===== config.mk =====
export PLATFORM = sky130hd
export DESIGN_NAME = dram_ctrl
export DESIGN_NICKNAME = d
export VERILOG_FILES = /design/src/rtl/dram_ctrl_pkg.sv /design/src/rtl/dram_ctrl.sv
export SDC_FILE = /design/constraint.sdc
export NUM_CORES = 1
export LEC_CHECK = 0
export ABC_AREA = 0
export BUFFER_PORTS_ARGS = -buffer_cell sky130_fd_sc_hd__buf_2
export CAP_MARGIN = 20
export CORE_MARGIN = 3
export CORE_UTILIZATION = 53
export DETAILED_ROUTE_END_ITERATION = 16
export GPL_TIMING_DRIVEN = 0
export PLACE_DENSITY = 0.87
export SLEW_MARGIN = 20
export SYNTH_ARGS = -nofsm -noshare
export SYNTH_HDL_FRONTEND = slang
export SYNTH_SLANG_ARGS = --single-unit

===== constraint.sdc =====
create_clock -name clk -period 3.6 [get_ports clk]
set_clock_uncertainty 0.15 [all_clocks]
set_input_delay 0.36 -clock clk [delete_from_list [all_inputs] [get_ports clk]]
set_output_delay 0.36 -clock clk [all_outputs]
set_load 0.02 [all_outputs]

===== src/rtl/dram_ctrl_pkg.sv =====
// Package with timing constants and command codes for the dynamic memory controller.
package dram_ctrl_pkg;
	localparam int CLK_PERIOD_NS = 25;
	localparam int ADDR_W = 16;
	localparam int HALF_W = 8;
	localparam int DATA_W = 8;
	localparam int ROW_LOW_W = 7;
	// Strobe, refresh and power-up timing in nanoseconds, then refresh row and dummy cycle counts.
	localparam int T_RCD_MIN_NS = 30;
	localparam int T_RCD_MAX_NS = 75;
	localparam int T_RAS_LOW_NS = 150;
	localparam int T_RAS_HIGH_NS = 100;
	localparam int T_CAS_LOW_NS = 75;
	localparam int T_CAS_HIGH_NS = 35;
	localparam int T_ACCESS_NS = 150;
	localparam int T_REFRESH_NS = 2000000;
	localparam int T_POWERUP_NS = 500000;
	localparam int REFRESH_ROWS = 128;
	localparam int DUMMY_CYCLES = 8;
	// Cycle counts; least times round up, the refresh period rounds down.
	localparam int RCD_CYC = (T_RCD_MIN_NS + CLK_PERIOD_NS - 1) / CLK_PERIOD_NS;
	localparam int RAS_LOW_CYC = (T_RAS_LOW_NS + CLK_PERIOD_NS - 1) / CLK_PERIOD_NS;
	localparam int RAS_HIGH_CYC = (T_RAS_HIGH_NS + CLK_PERIOD_NS - 1) / CLK_PERIOD_NS;
	localparam int CAS_LOW_CYC = (T_CAS_LOW_NS + CLK_PERIOD_NS - 1) / CLK_PERIOD_NS;
	localparam int CAS_HIGH_CYC = (T_CAS_HIGH_NS + CLK_PERIOD_NS - 1) / CLK_PERIOD_NS;
	localparam int ACCESS_CYC = (T_ACCESS_NS + CLK_PERIOD_NS - 1) / CLK_PERIOD_NS + 1;
	localparam int REFRESH_INTERVAL_CYC = T_REFRESH_NS / REFRESH_ROWS / CLK_PERIOD_NS;
	localparam int POWERUP_CYC = (T_POWERUP_NS + CLK_PERIOD_NS - 1) / CLK_PERIOD_NS;
	localparam int CNT_W = 16;
	localparam logic [1:0] CMD_READ = 2'h0;
	localparam logic [1:0] CMD_WRITE = 2'h1;
	localparam logic [1:0] CMD_RMW = 2'h2;
	typedef enum logic [1:0] {OP_READ, OP_WRITE, OP_RMW, OP_REFRESH} op_t;
endpackage


===== src/rtl/dram_ctrl.sv =====
// Host-side controller that drives the strobes, address and data pins of the memory.
`timescale 1ns/100ps
// Operation
// - Word address goes out as row half then column half on mux_address.
// - Row-to-column delay kept at least 30 ns and no more than 75 ns.
// - The strobe states select read, write, modify-write or standby.
// - Page mode pulses column strobe under one held row strobe.
// - All 128 rows are refreshed within every 2 ms.
// - Avoid refresh by read or write on a wired-OR output bus.
// - Refresh-only cycles drive row strobe alone with a row address.
// - Hidden refresh cycles row strobe with column strobe held low.
// - A shared data bus needs every write in early-write timing; the modify-write cycle here uses a late write strobe.
// - Either strobe may be decoded as chip select.
// - Wait about 500 us then eight dummy cycles before real use.
module dram_ctrl
	import dram_ctrl_pkg::*;
#(
	parameter int POWERUP_CYCLES = POWERUP_CYC,
	parameter int REFRESH_INTERVAL = REFRESH_INTERVAL_CYC
)
(
	// Clock and reset.
	input wire logic clk,
	input wire logic rst,
	// User request.
	input wire logic req_valid,
	output logic req_ready,
	input wire logic [1:0] req_cmd,
	input wire logic [dram_ctrl_pkg::ADDR_W-1:0] req_addr,
	input wire logic [dram_ctrl_pkg::DATA_W-1:0] req_wdata,
	input wire logic req_page,
	// User answer.
	output logic rsp_valid,
	output logic [dram_ctrl_pkg::DATA_W-1:0] rsp_rdata,
	output logic init_done,
	// Memory pins.
	output logic row_strobe_n,
	output logic column_strobe_n,
	output logic write_strobe_n,
	output logic [dram_ctrl_pkg::HALF_W-1:0] mux_address,
	output logic [dram_ctrl_pkg::DATA_W-1:0] write_data_in,
	input wire logic [dram_ctrl_pkg::DATA_W-1:0] read_data_out
);
	import dram_ctrl_pkg::*;

	typedef enum logic [3:0] {S_POWER, S_DUMMY_LO, S_DUMMY_HI, S_IDLE, S_RAS, S_CAS,
		S_RMW_WR, S_CAS_HI, S_PRE} state_t;

	state_t state_ff;
	logic [CNT_W-1:0] cnt_ff;
	logic [3:0] dummy_ff;
	logic [CNT_W-1:0] ref_tick_ff;
	logic ref_pend_ff;
	logic [ROW_LOW_W-1:0] ref_row_ff;
	op_t op_ff;
	logic [ADDR_W-1:0] addr_ff;
	logic [DATA_W-1:0] sync1_ff;
	logic [DATA_W-1:0] sync2_ff;

	function automatic logic [CNT_W-1:0] cyc(input int n);
		cyc = CNT_W'(n - 1);
	endfunction

	wire cnt_zero = (cnt_ff == '0);

	// Incoming read data passes two flip-flops.
	always_ff @(posedge clk or posedge rst)
	begin
		if (rst)
		begin
			sync1_ff <= '0;
			sync2_ff <= '0;
		end
		else
		begin
			sync1_ff <= read_data_out;
			sync2_ff <= sync1_ff;
		end
	end

	// Refresh interval timer; the pending flag sets ahead of its clear.
	always_ff @(posedge clk or posedge rst)
	begin
		if (rst)
		begin
			ref_tick_ff <= '0;
			ref_pend_ff <= 1'b0;
		end
		else
		begin
			if (ref_tick_ff == cyc(REFRESH_INTERVAL))
				ref_tick_ff <= '0;
			else
				ref_tick_ff <= ref_tick_ff + 1'b1;
			if (ref_tick_ff == cyc(REFRESH_INTERVAL))
				ref_pend_ff <= 1'b1;
			else if (state_ff == S_IDLE)
				ref_pend_ff <= 1'b0;
		end
	end

	assign req_ready = (state_ff == S_IDLE) && !ref_pend_ff && init_done;

	// Main sequencer.
	always_ff @(posedge clk or posedge rst)
	begin
		if (rst)
		begin
			state_ff <= S_POWER;
			cnt_ff <= '0;
			dummy_ff <= '0;
			ref_row_ff <= '0;
			op_ff <= OP_READ;
			addr_ff <= '0;
			row_strobe_n <= 1'b1;
			column_strobe_n <= 1'b1;
			write_strobe_n <= 1'b1;
			mux_address <= '0;
			write_data_in <= '0;
			rsp_valid <= 1'b0;
			rsp_rdata <= '0;
			init_done <= 1'b0;
		end
		else
		begin
			rsp_valid <= 1'b0;
			if (!cnt_zero)
				cnt_ff <= cnt_ff - 1'b1;
			unique case (state_ff)
				S_POWER:
					if (cnt_ff == cyc(POWERUP_CYCLES))
					begin
						state_ff <= S_DUMMY_LO;
						cnt_ff <= cyc(RAS_LOW_CYC);
						row_strobe_n <= 1'b0;
					end
					else
						cnt_ff <= cnt_ff + 1'b1;
				S_DUMMY_LO:
					if (cnt_zero)
					begin
						row_strobe_n <= 1'b1;
						dummy_ff <= dummy_ff + 1'b1;
						cnt_ff <= cyc(RAS_HIGH_CYC);
						state_ff <= S_DUMMY_HI;
					end
				S_DUMMY_HI:
					if (cnt_zero)
					begin
						if (dummy_ff == 4'(DUMMY_CYCLES))
						begin
							init_done <= 1'b1;
							state_ff <= S_IDLE;
						end
						else
						begin
							row_strobe_n <= 1'b0;
							cnt_ff <= cyc(RAS_LOW_CYC);
							state_ff <= S_DUMMY_LO;
						end
					end
				S_IDLE:
					if (ref_pend_ff)
					begin
						// Row-only refresh; the column strobe keeps its level, so outputs float when it is high.
						// After a hidden refresh entry the column strobe is low and data holds.
						op_ff <= OP_REFRESH;
						mux_address <= HALF_W'(ref_row_ff);
						ref_row_ff <= ref_row_ff + 1'b1;
						row_strobe_n <= 1'b0;
						cnt_ff <= cyc(RAS_LOW_CYC);
						state_ff <= S_RAS;
					end
					else if (req_valid && init_done)
					begin
						op_ff <= op_t'(req_cmd);
						addr_ff <= req_addr;
						write_data_in <= req_wdata;
						mux_address <= req_addr[ADDR_W-1:HALF_W];
						row_strobe_n <= 1'b0;
						// Early write: write strobe low before the column strobe.
						write_strobe_n <= (req_cmd != CMD_WRITE);
						cnt_ff <= cyc(RCD_CYC);
						state_ff <= S_RAS;
					end
				S_RAS:
					if (op_ff == OP_REFRESH)
					begin
						if (cnt_zero)
						begin
							row_strobe_n <= 1'b1;
							column_strobe_n <= 1'b1;
							cnt_ff <= cyc(RAS_HIGH_CYC);
							state_ff <= S_PRE;
						end
					end
					else if (cnt_zero)
					begin
						// Column fall lands RCD_CYC cycles (50 ns) after the row fall, inside the window.
						mux_address <= addr_ff[HALF_W-1:0];
						column_strobe_n <= 1'b0;
						cnt_ff <= cyc(ACCESS_CYC);
						state_ff <= S_CAS;
					end
				S_CAS:
					if (cnt_zero)
					begin
						if (op_ff == OP_READ || op_ff == OP_RMW)
						begin
							rsp_rdata <= sync2_ff;
							rsp_valid <= (op_ff == OP_READ);
						end
						if (op_ff == OP_RMW)
						begin
							// Late write strobe captures the new data.
							write_strobe_n <= 1'b0;
							cnt_ff <= cyc(CAS_LOW_CYC);
							state_ff <= S_RMW_WR;
						end
						else if (op_ff == OP_READ && ref_pend_ff)
						begin
							// Hidden refresh: column strobe stays low so the read data stays valid.
							row_strobe_n <= 1'b1;
							cnt_ff <= cyc(RAS_HIGH_CYC);
							state_ff <= S_PRE;
						end
						else
						begin
							column_strobe_n <= 1'b1;
							write_strobe_n <= 1'b1;
							cnt_ff <= cyc(CAS_HIGH_CYC);
							state_ff <= S_CAS_HI;
						end
					end
				S_RMW_WR:
					if (cnt_zero)
					begin
						rsp_valid <= 1'b1;
						column_strobe_n <= 1'b1;
						write_strobe_n <= 1'b1;
						cnt_ff <= cyc(CAS_HIGH_CYC);
						state_ff <= S_CAS_HI;
					end
				S_CAS_HI:
					if (cnt_zero)
					begin
						if (req_valid && req_page && !ref_pend_ff && req_addr[ADDR_W-1:HALF_W]
							== addr_ff[ADDR_W-1:HALF_W])
						begin
							// Page mode: new column under the held row.
							op_ff <= op_t'(req_cmd);
							addr_ff <= req_addr;
							write_data_in <= req_wdata;
							mux_address <= req_addr[HALF_W-1:0];
							write_strobe_n <= (req_cmd != CMD_WRITE);
							column_strobe_n <= 1'b0;
							cnt_ff <= cyc(ACCESS_CYC);
							state_ff <= S_CAS;
						end
						else
						begin
							row_strobe_n <= 1'b1;
							cnt_ff <= cyc(RAS_HIGH_CYC);
							state_ff <= S_PRE;
						end
					end
				S_PRE:
					if (cnt_zero)
						state_ff <= S_IDLE;
				default:
					state_ff <= S_IDLE;
			endcase
		end
	end

	// Ready is raised in S_IDLE only; a page request is taken in S_CAS_HI without it.
endmodule


Word level (Yosys, flattened, before mapping):

Cells that the tools add are included.

* flip-flop bits (word level): 111
* logic and storage cells: 180
* input port bits: 38
* output and inout bits: 30

* multiplexer cells: 92
* reduce and logical (&&, ||, !) cells: 29
* add/subtract/negate cells: 5
* eq/ne operators: 36

Operator list (number)
* two-way mux 16 bit: 17
* one-hot mux 16 bit (8 select lines): 1
* two-way mux 8 bit: 10
* two-way mux 4 bit: 15
* one-hot mux 4 bit (9 select lines): 1
* != test 2 bit (second input constant): 17
* adder 16 x 1 -> 16 bit (second input constant): 2
* two-way mux 1 bit: 32
* one-hot mux 16 bit (2 select lines): 1
* one-hot mux 8 bit (3 select lines): 1
* == test 16 x 10 -> 1 bit (second input constant): 1
* == test 16 x 15 -> 1 bit (second input constant): 1
* == test 4 x 3 -> 1 bit (second input constant): 4
* zero test 16 bit: 1
* one-hot mux 8 bit (2 select lines): 1
* subtractor 16 x 1 -> 16 bit (second input constant): 1
* two-way mux 2 bit: 7
* AND reduction 11 bit: 1
* AND reduction 9 bit: 1
* == test 4 x 2 -> 1 bit (second input constant): 2
* == test 4 bit (second input constant): 2
* == test 8 bit: 1
* one-hot mux 1 bit (4 select lines): 2
* AND reduction 8 bit: 1
* 26 further kinds: 39

Depth between registers and ports, before layout:

* word-level depth: 6
* depth in mapped cells: 12
* depth with buffers taken out: 11

Worst setup path after synthesis:

No wires, ideal clock.

* kind: register -> register
* start: register cnt_ff[3]
* end: register cnt_ff[0]
* path slack: 0.707 ns
* clock period less this slack: 2.893 ns
* data required time: 3.314 ns
* cell stages (with the launch flop): 11
* library setup time: 0.136 ns
* path buffers: 2
* arrival: 2.606 ns
* path through: dfrtp_1 buf_6 or4_4 or2_1 nor2_1 inv_2 buf_1 ha_1 o311ai_0 a32oi_1 a2bb2oi_1

* word-level cells in the longest chain between the ends: 5
* elaborated cells between the ends (all ways): 15
* those cells by class: eq/ne: 1; mux: 13; reduce/logical: 1

RTL lines
* start, declared: line dram_ctrl.sv:50 `logic [CNT_W-1:0] cnt_ff;`
* start signal, assigned: line dram_ctrl.sv:128 `cnt_ff <= cnt_ff - 1'b1;`
* start signal, assigned: line dram_ctrl.sv:134 `cnt_ff <= cyc(RAS_LOW_CYC);`
* start signal, assigned: line dram_ctrl.sv:138 `cnt_ff <= cnt_ff + 1'b1;`
* zero test 16 bit: line dram_ctrl.sv:64 `wire cnt_zero = (cnt_ff == '0);`
* two-way mux 16 bit: line dram_ctrl.sv:127 `if (!cnt_zero)`
* two-way mux 16 bit (on tied branches)
* two-way mux 16 bit (on tied branches): line dram_ctrl.sv:187, dram_ctrl.sv:148, dram_ctrl.sv:163
* one-hot mux 16 bit (8 select lines) (*): line dram_ctrl.sv:129 `unique case (state_ff)`

Every way passes the cells marked *; elsewhere a longest branch is shown, timed or not.
A chain may end at the register's enable or synchronous reset.

Final worst setup path:

Same ends and word-level chain as after synthesis.

==> flow_summary.toml <==
[drt]
via_per_inst = 6.29
vias = 5261
wl_per_cell_um = 18.8
first_iter_violations = 367
first_pass_iters = 5
routed_wl_um = 15700
ant_nets = 0
drc = 0

[power_and_ir_drop]
vdd_drop_max_mv = 0.302
leakagePower_nw = 3.27
cellPowerDensity_nw_per_um2 = 330

[setup_path]
crit_fanout = 10
cp_data_required_time_ps = 3660
cp.arrival_ps = 3380
reg2reg_from = "cnt_ff[3]$_DFF_PP0_"
path_class = "reg -> reg"
endpoint_kind = "flip-flop"
r2r-end = "cnt_ff[0]$_DFF_PP0_"
ff2ff_path_depth = 10
crit_path_start_kind = "flip-flop"
ff2ff_setup_slack_ps = 270
startpoint = "cnt_ff[3]$_DFF_PP0_"

[sta]
tightest_slew_ps = 906
timing.final.crit_share_pct = 92.4
fin_crit_ps = 3330
maxSlewViolCount = 0
setup_tns_ps = 0
setup_viol = 0
max_slew_margin_pct = 39.4
max_clock_freq_mhz = 301
hold_ws_ps = 89.6
hold_viol_final = 0
rsz0062_at_grt = "false"

[clocking]
cts_sinks = 111
htreeDepth = 3
cts_buffer_depth = 2
cts_tree = "yes"
clk_pin_slew_ps = 70
cts-root-buf = "clkbuf_16"
clk_latency_ps = 350
cts_buffers = 9

[floorplan]
rows = 38
core_area_sq_um = 11000
initial_core_util_pct = 55.3
dieArea_sq_um = 12800
die_h_um = 113
ios = 68
die_w_um = 113

[synth]
async_flop_share_pct = 100
synth_edf_count = 0
yosysWarnings = 0
synth.largest_area_cell = "dfrtp_1"
syn_inst = 601
synth.top_cell.area_share_pct = 44.3
ys_types = 67
syn_avg_cell_area_sq_um = 10.2
syn_area_sq_um = 6100
ys_seq_area_share_pct = 45.6
syn_nets = 648
yosys_register_bits = 111
synth_ff_type = "dfrtp_1"
synth_area_leaders = "dfrtp_1 (44%), mux2_4 (6.9%), xnor2_1 (3.3%)"

[flow_run]
maxCapViolations = 0

[layout]
diodes = 0
syn2layout_area_growth_pct = 15.5
mostFrequentLayoutCell = "dfrtp_1"
multi_input_area_sq_um = 3080
ff_latch_area_sq_um = 2780
nFillCells = 867
drive_above_1_share_pct = 21.6
fin_nets = 738
final_cell_mix = "dfrtp_1 (108), buf_2 (71), nor2_1 (50), nand2_1 (45), clkbuf_1 (31)"

[global_routing]
grt_pass1_vias = 5282
grt_max_degree = 61
globalRouteMet1Util_pct = 33.6
met3_usage_pct = 5.24
grt_overflow_total = 0
busiest_layer = "met2"
grt_use_met2_pct = 41.4
grt.total_usage_pct = 25.1
grt_pass1_wl_um = 26200
antenna_found_initial = 0

[place]
gp_congestion = 0.949
io_buffer_count = 67
hpwl_um = 11200

[min_path]
hold_class = "in -> reg"
min_delay_path_depth = 2
hp-start = "req_wdata[4]"
min_to = "write_data_in[4]$_DFFE_PP0P_"

[run_status]
status = "finished clean"
state kept, by name, summed over array words and instances, names as in the netlist, 4 cells and up:
register and cells:
write_data_in 8, state_ff 4, ref_row_ff 7, ref_tick_ff 16, sync1_ff 8, rsp_rdata 8, mux_address 8, cnt_ff 16
dummy_ff 4, addr_ff 16, sync2_ff 8
layout make-up:
class	count	share of cell area, %
Clock inverter	3	0.657
Timing Repair Buffer	79	6.64
Tap cell	140	2.48
Inverter	15	0.870
Multi-Input combinational cell	437	43.6
Sequential cell	111	39.4
Clock buffer	13	3.41
Buffer	38	2.87
metrics by stage:
step	cell area (sq um)	worst slack [ps]	cells	utilization (%)	total power, W
floorplan	6100	164	601	-	0.00131
global placement	6620	-903	808	60.0	0.00135
detailed placement	6650	141	809	60.3	0.00135
CTS	7020	143	834	63.7	0.00233
global route	7050	70.8	836	63.9	0.00240
finish	7050	273	836	63.9	0.00233
worst max path at each step:
stage	cells after the start	end	slack, ps
after floorplan	1	addr_ff[0]$_DFFE_PP0P_	160
after global placement	2	mux_address[4]$_DFFE_PP0P_	-900
after detailed placement	10	cnt_ff[0]$_DFF_PP0_	140
after CTS	10	cnt_ff[0]$_DFF_PP0_	140
after global routing	11	cnt_ff[0]$_DFF_PP0_	70
final	10	cnt_ff[0]$_DFF_PP0_	270
power by group:
part / total, W / switching, W / internal [W]
sequential: 0.00126 / 0.00000231 / 0.00126
clock: 0.000988 / 0.000445 / 0.000543
combinational: 0.0000801 / 0.0000472 / 0.0000328
total: 0.00233 / 0.000495 / 0.00183
cells in the mapped netlist, drive strengths merged, types with 3 or more instances:
master and number:
or2 7, nor2b 8, a31oi 9, a221oi 3, inv 15, a211oi 3
and3 3, and2 4, a41oi 3, ha 9, nand3 23, a21o 3
nand4b 3, o21ai 30, dfstp 3, o31ai 3, xnor2 23, mux2i 10
dfrtp 108, nor4 9, xor2 8, nand2b 10, nand2 45, mux2 42
o21bai 4, o311ai 3, buf 11, clkbuf 27, or3 4, nand3b 5
a21oi 26, nor4b 3, nor2 51, nand4 12, and4 3, nor3b 4
a22oi 16, nor3 18, a32oi 4
metal layers:
layer | wire [um] | up-vias
met5 | 0 | -
met4 | 296 | 0
met3 | 1140 | 34
met2 | 7710 | 271
met1 | 6560 | 2602
li1 | - | 2354
critical path: stages (launching register included):
cell	delay, ps
dfrtp_1	380
buf_6	130
or4_4	570
or2_1	270
nor2_1	170
inv_2	130
buf_1	280
ha_1	390
o311ai_0	370
a32oi_1	160
a2bb2oi_1	180
repair_timing:
| item | in CTS | in global routing |
|---|---|---|
| buffers inserted | 0 | 2 |
| endpoints found under the hold margin | 57 | 0 |
| gates resized for setup | 0 | 1 |
| hold buffers | 9 | 0 |
| endpoints found under the setup margin | 0 | 1 |
logic make-up (layout without fill, tap and decap cells):
kind of cell               count (synthesis)  count (layout)  share of synthesized area, %
AOI/OAI and AO/OA                        126             126                          13.7
xor gates and xnor gates                  31              31                          4.45
adders and majority gates                  9               9                          1.84
buffers and inverters                     53             148                          4.24
DFF                                      111             111                          45.6
muxes                                     52              52                          11.1
and+or+nand+nor                          219             219                          19.1
Power figures use the tool's default switching activity.
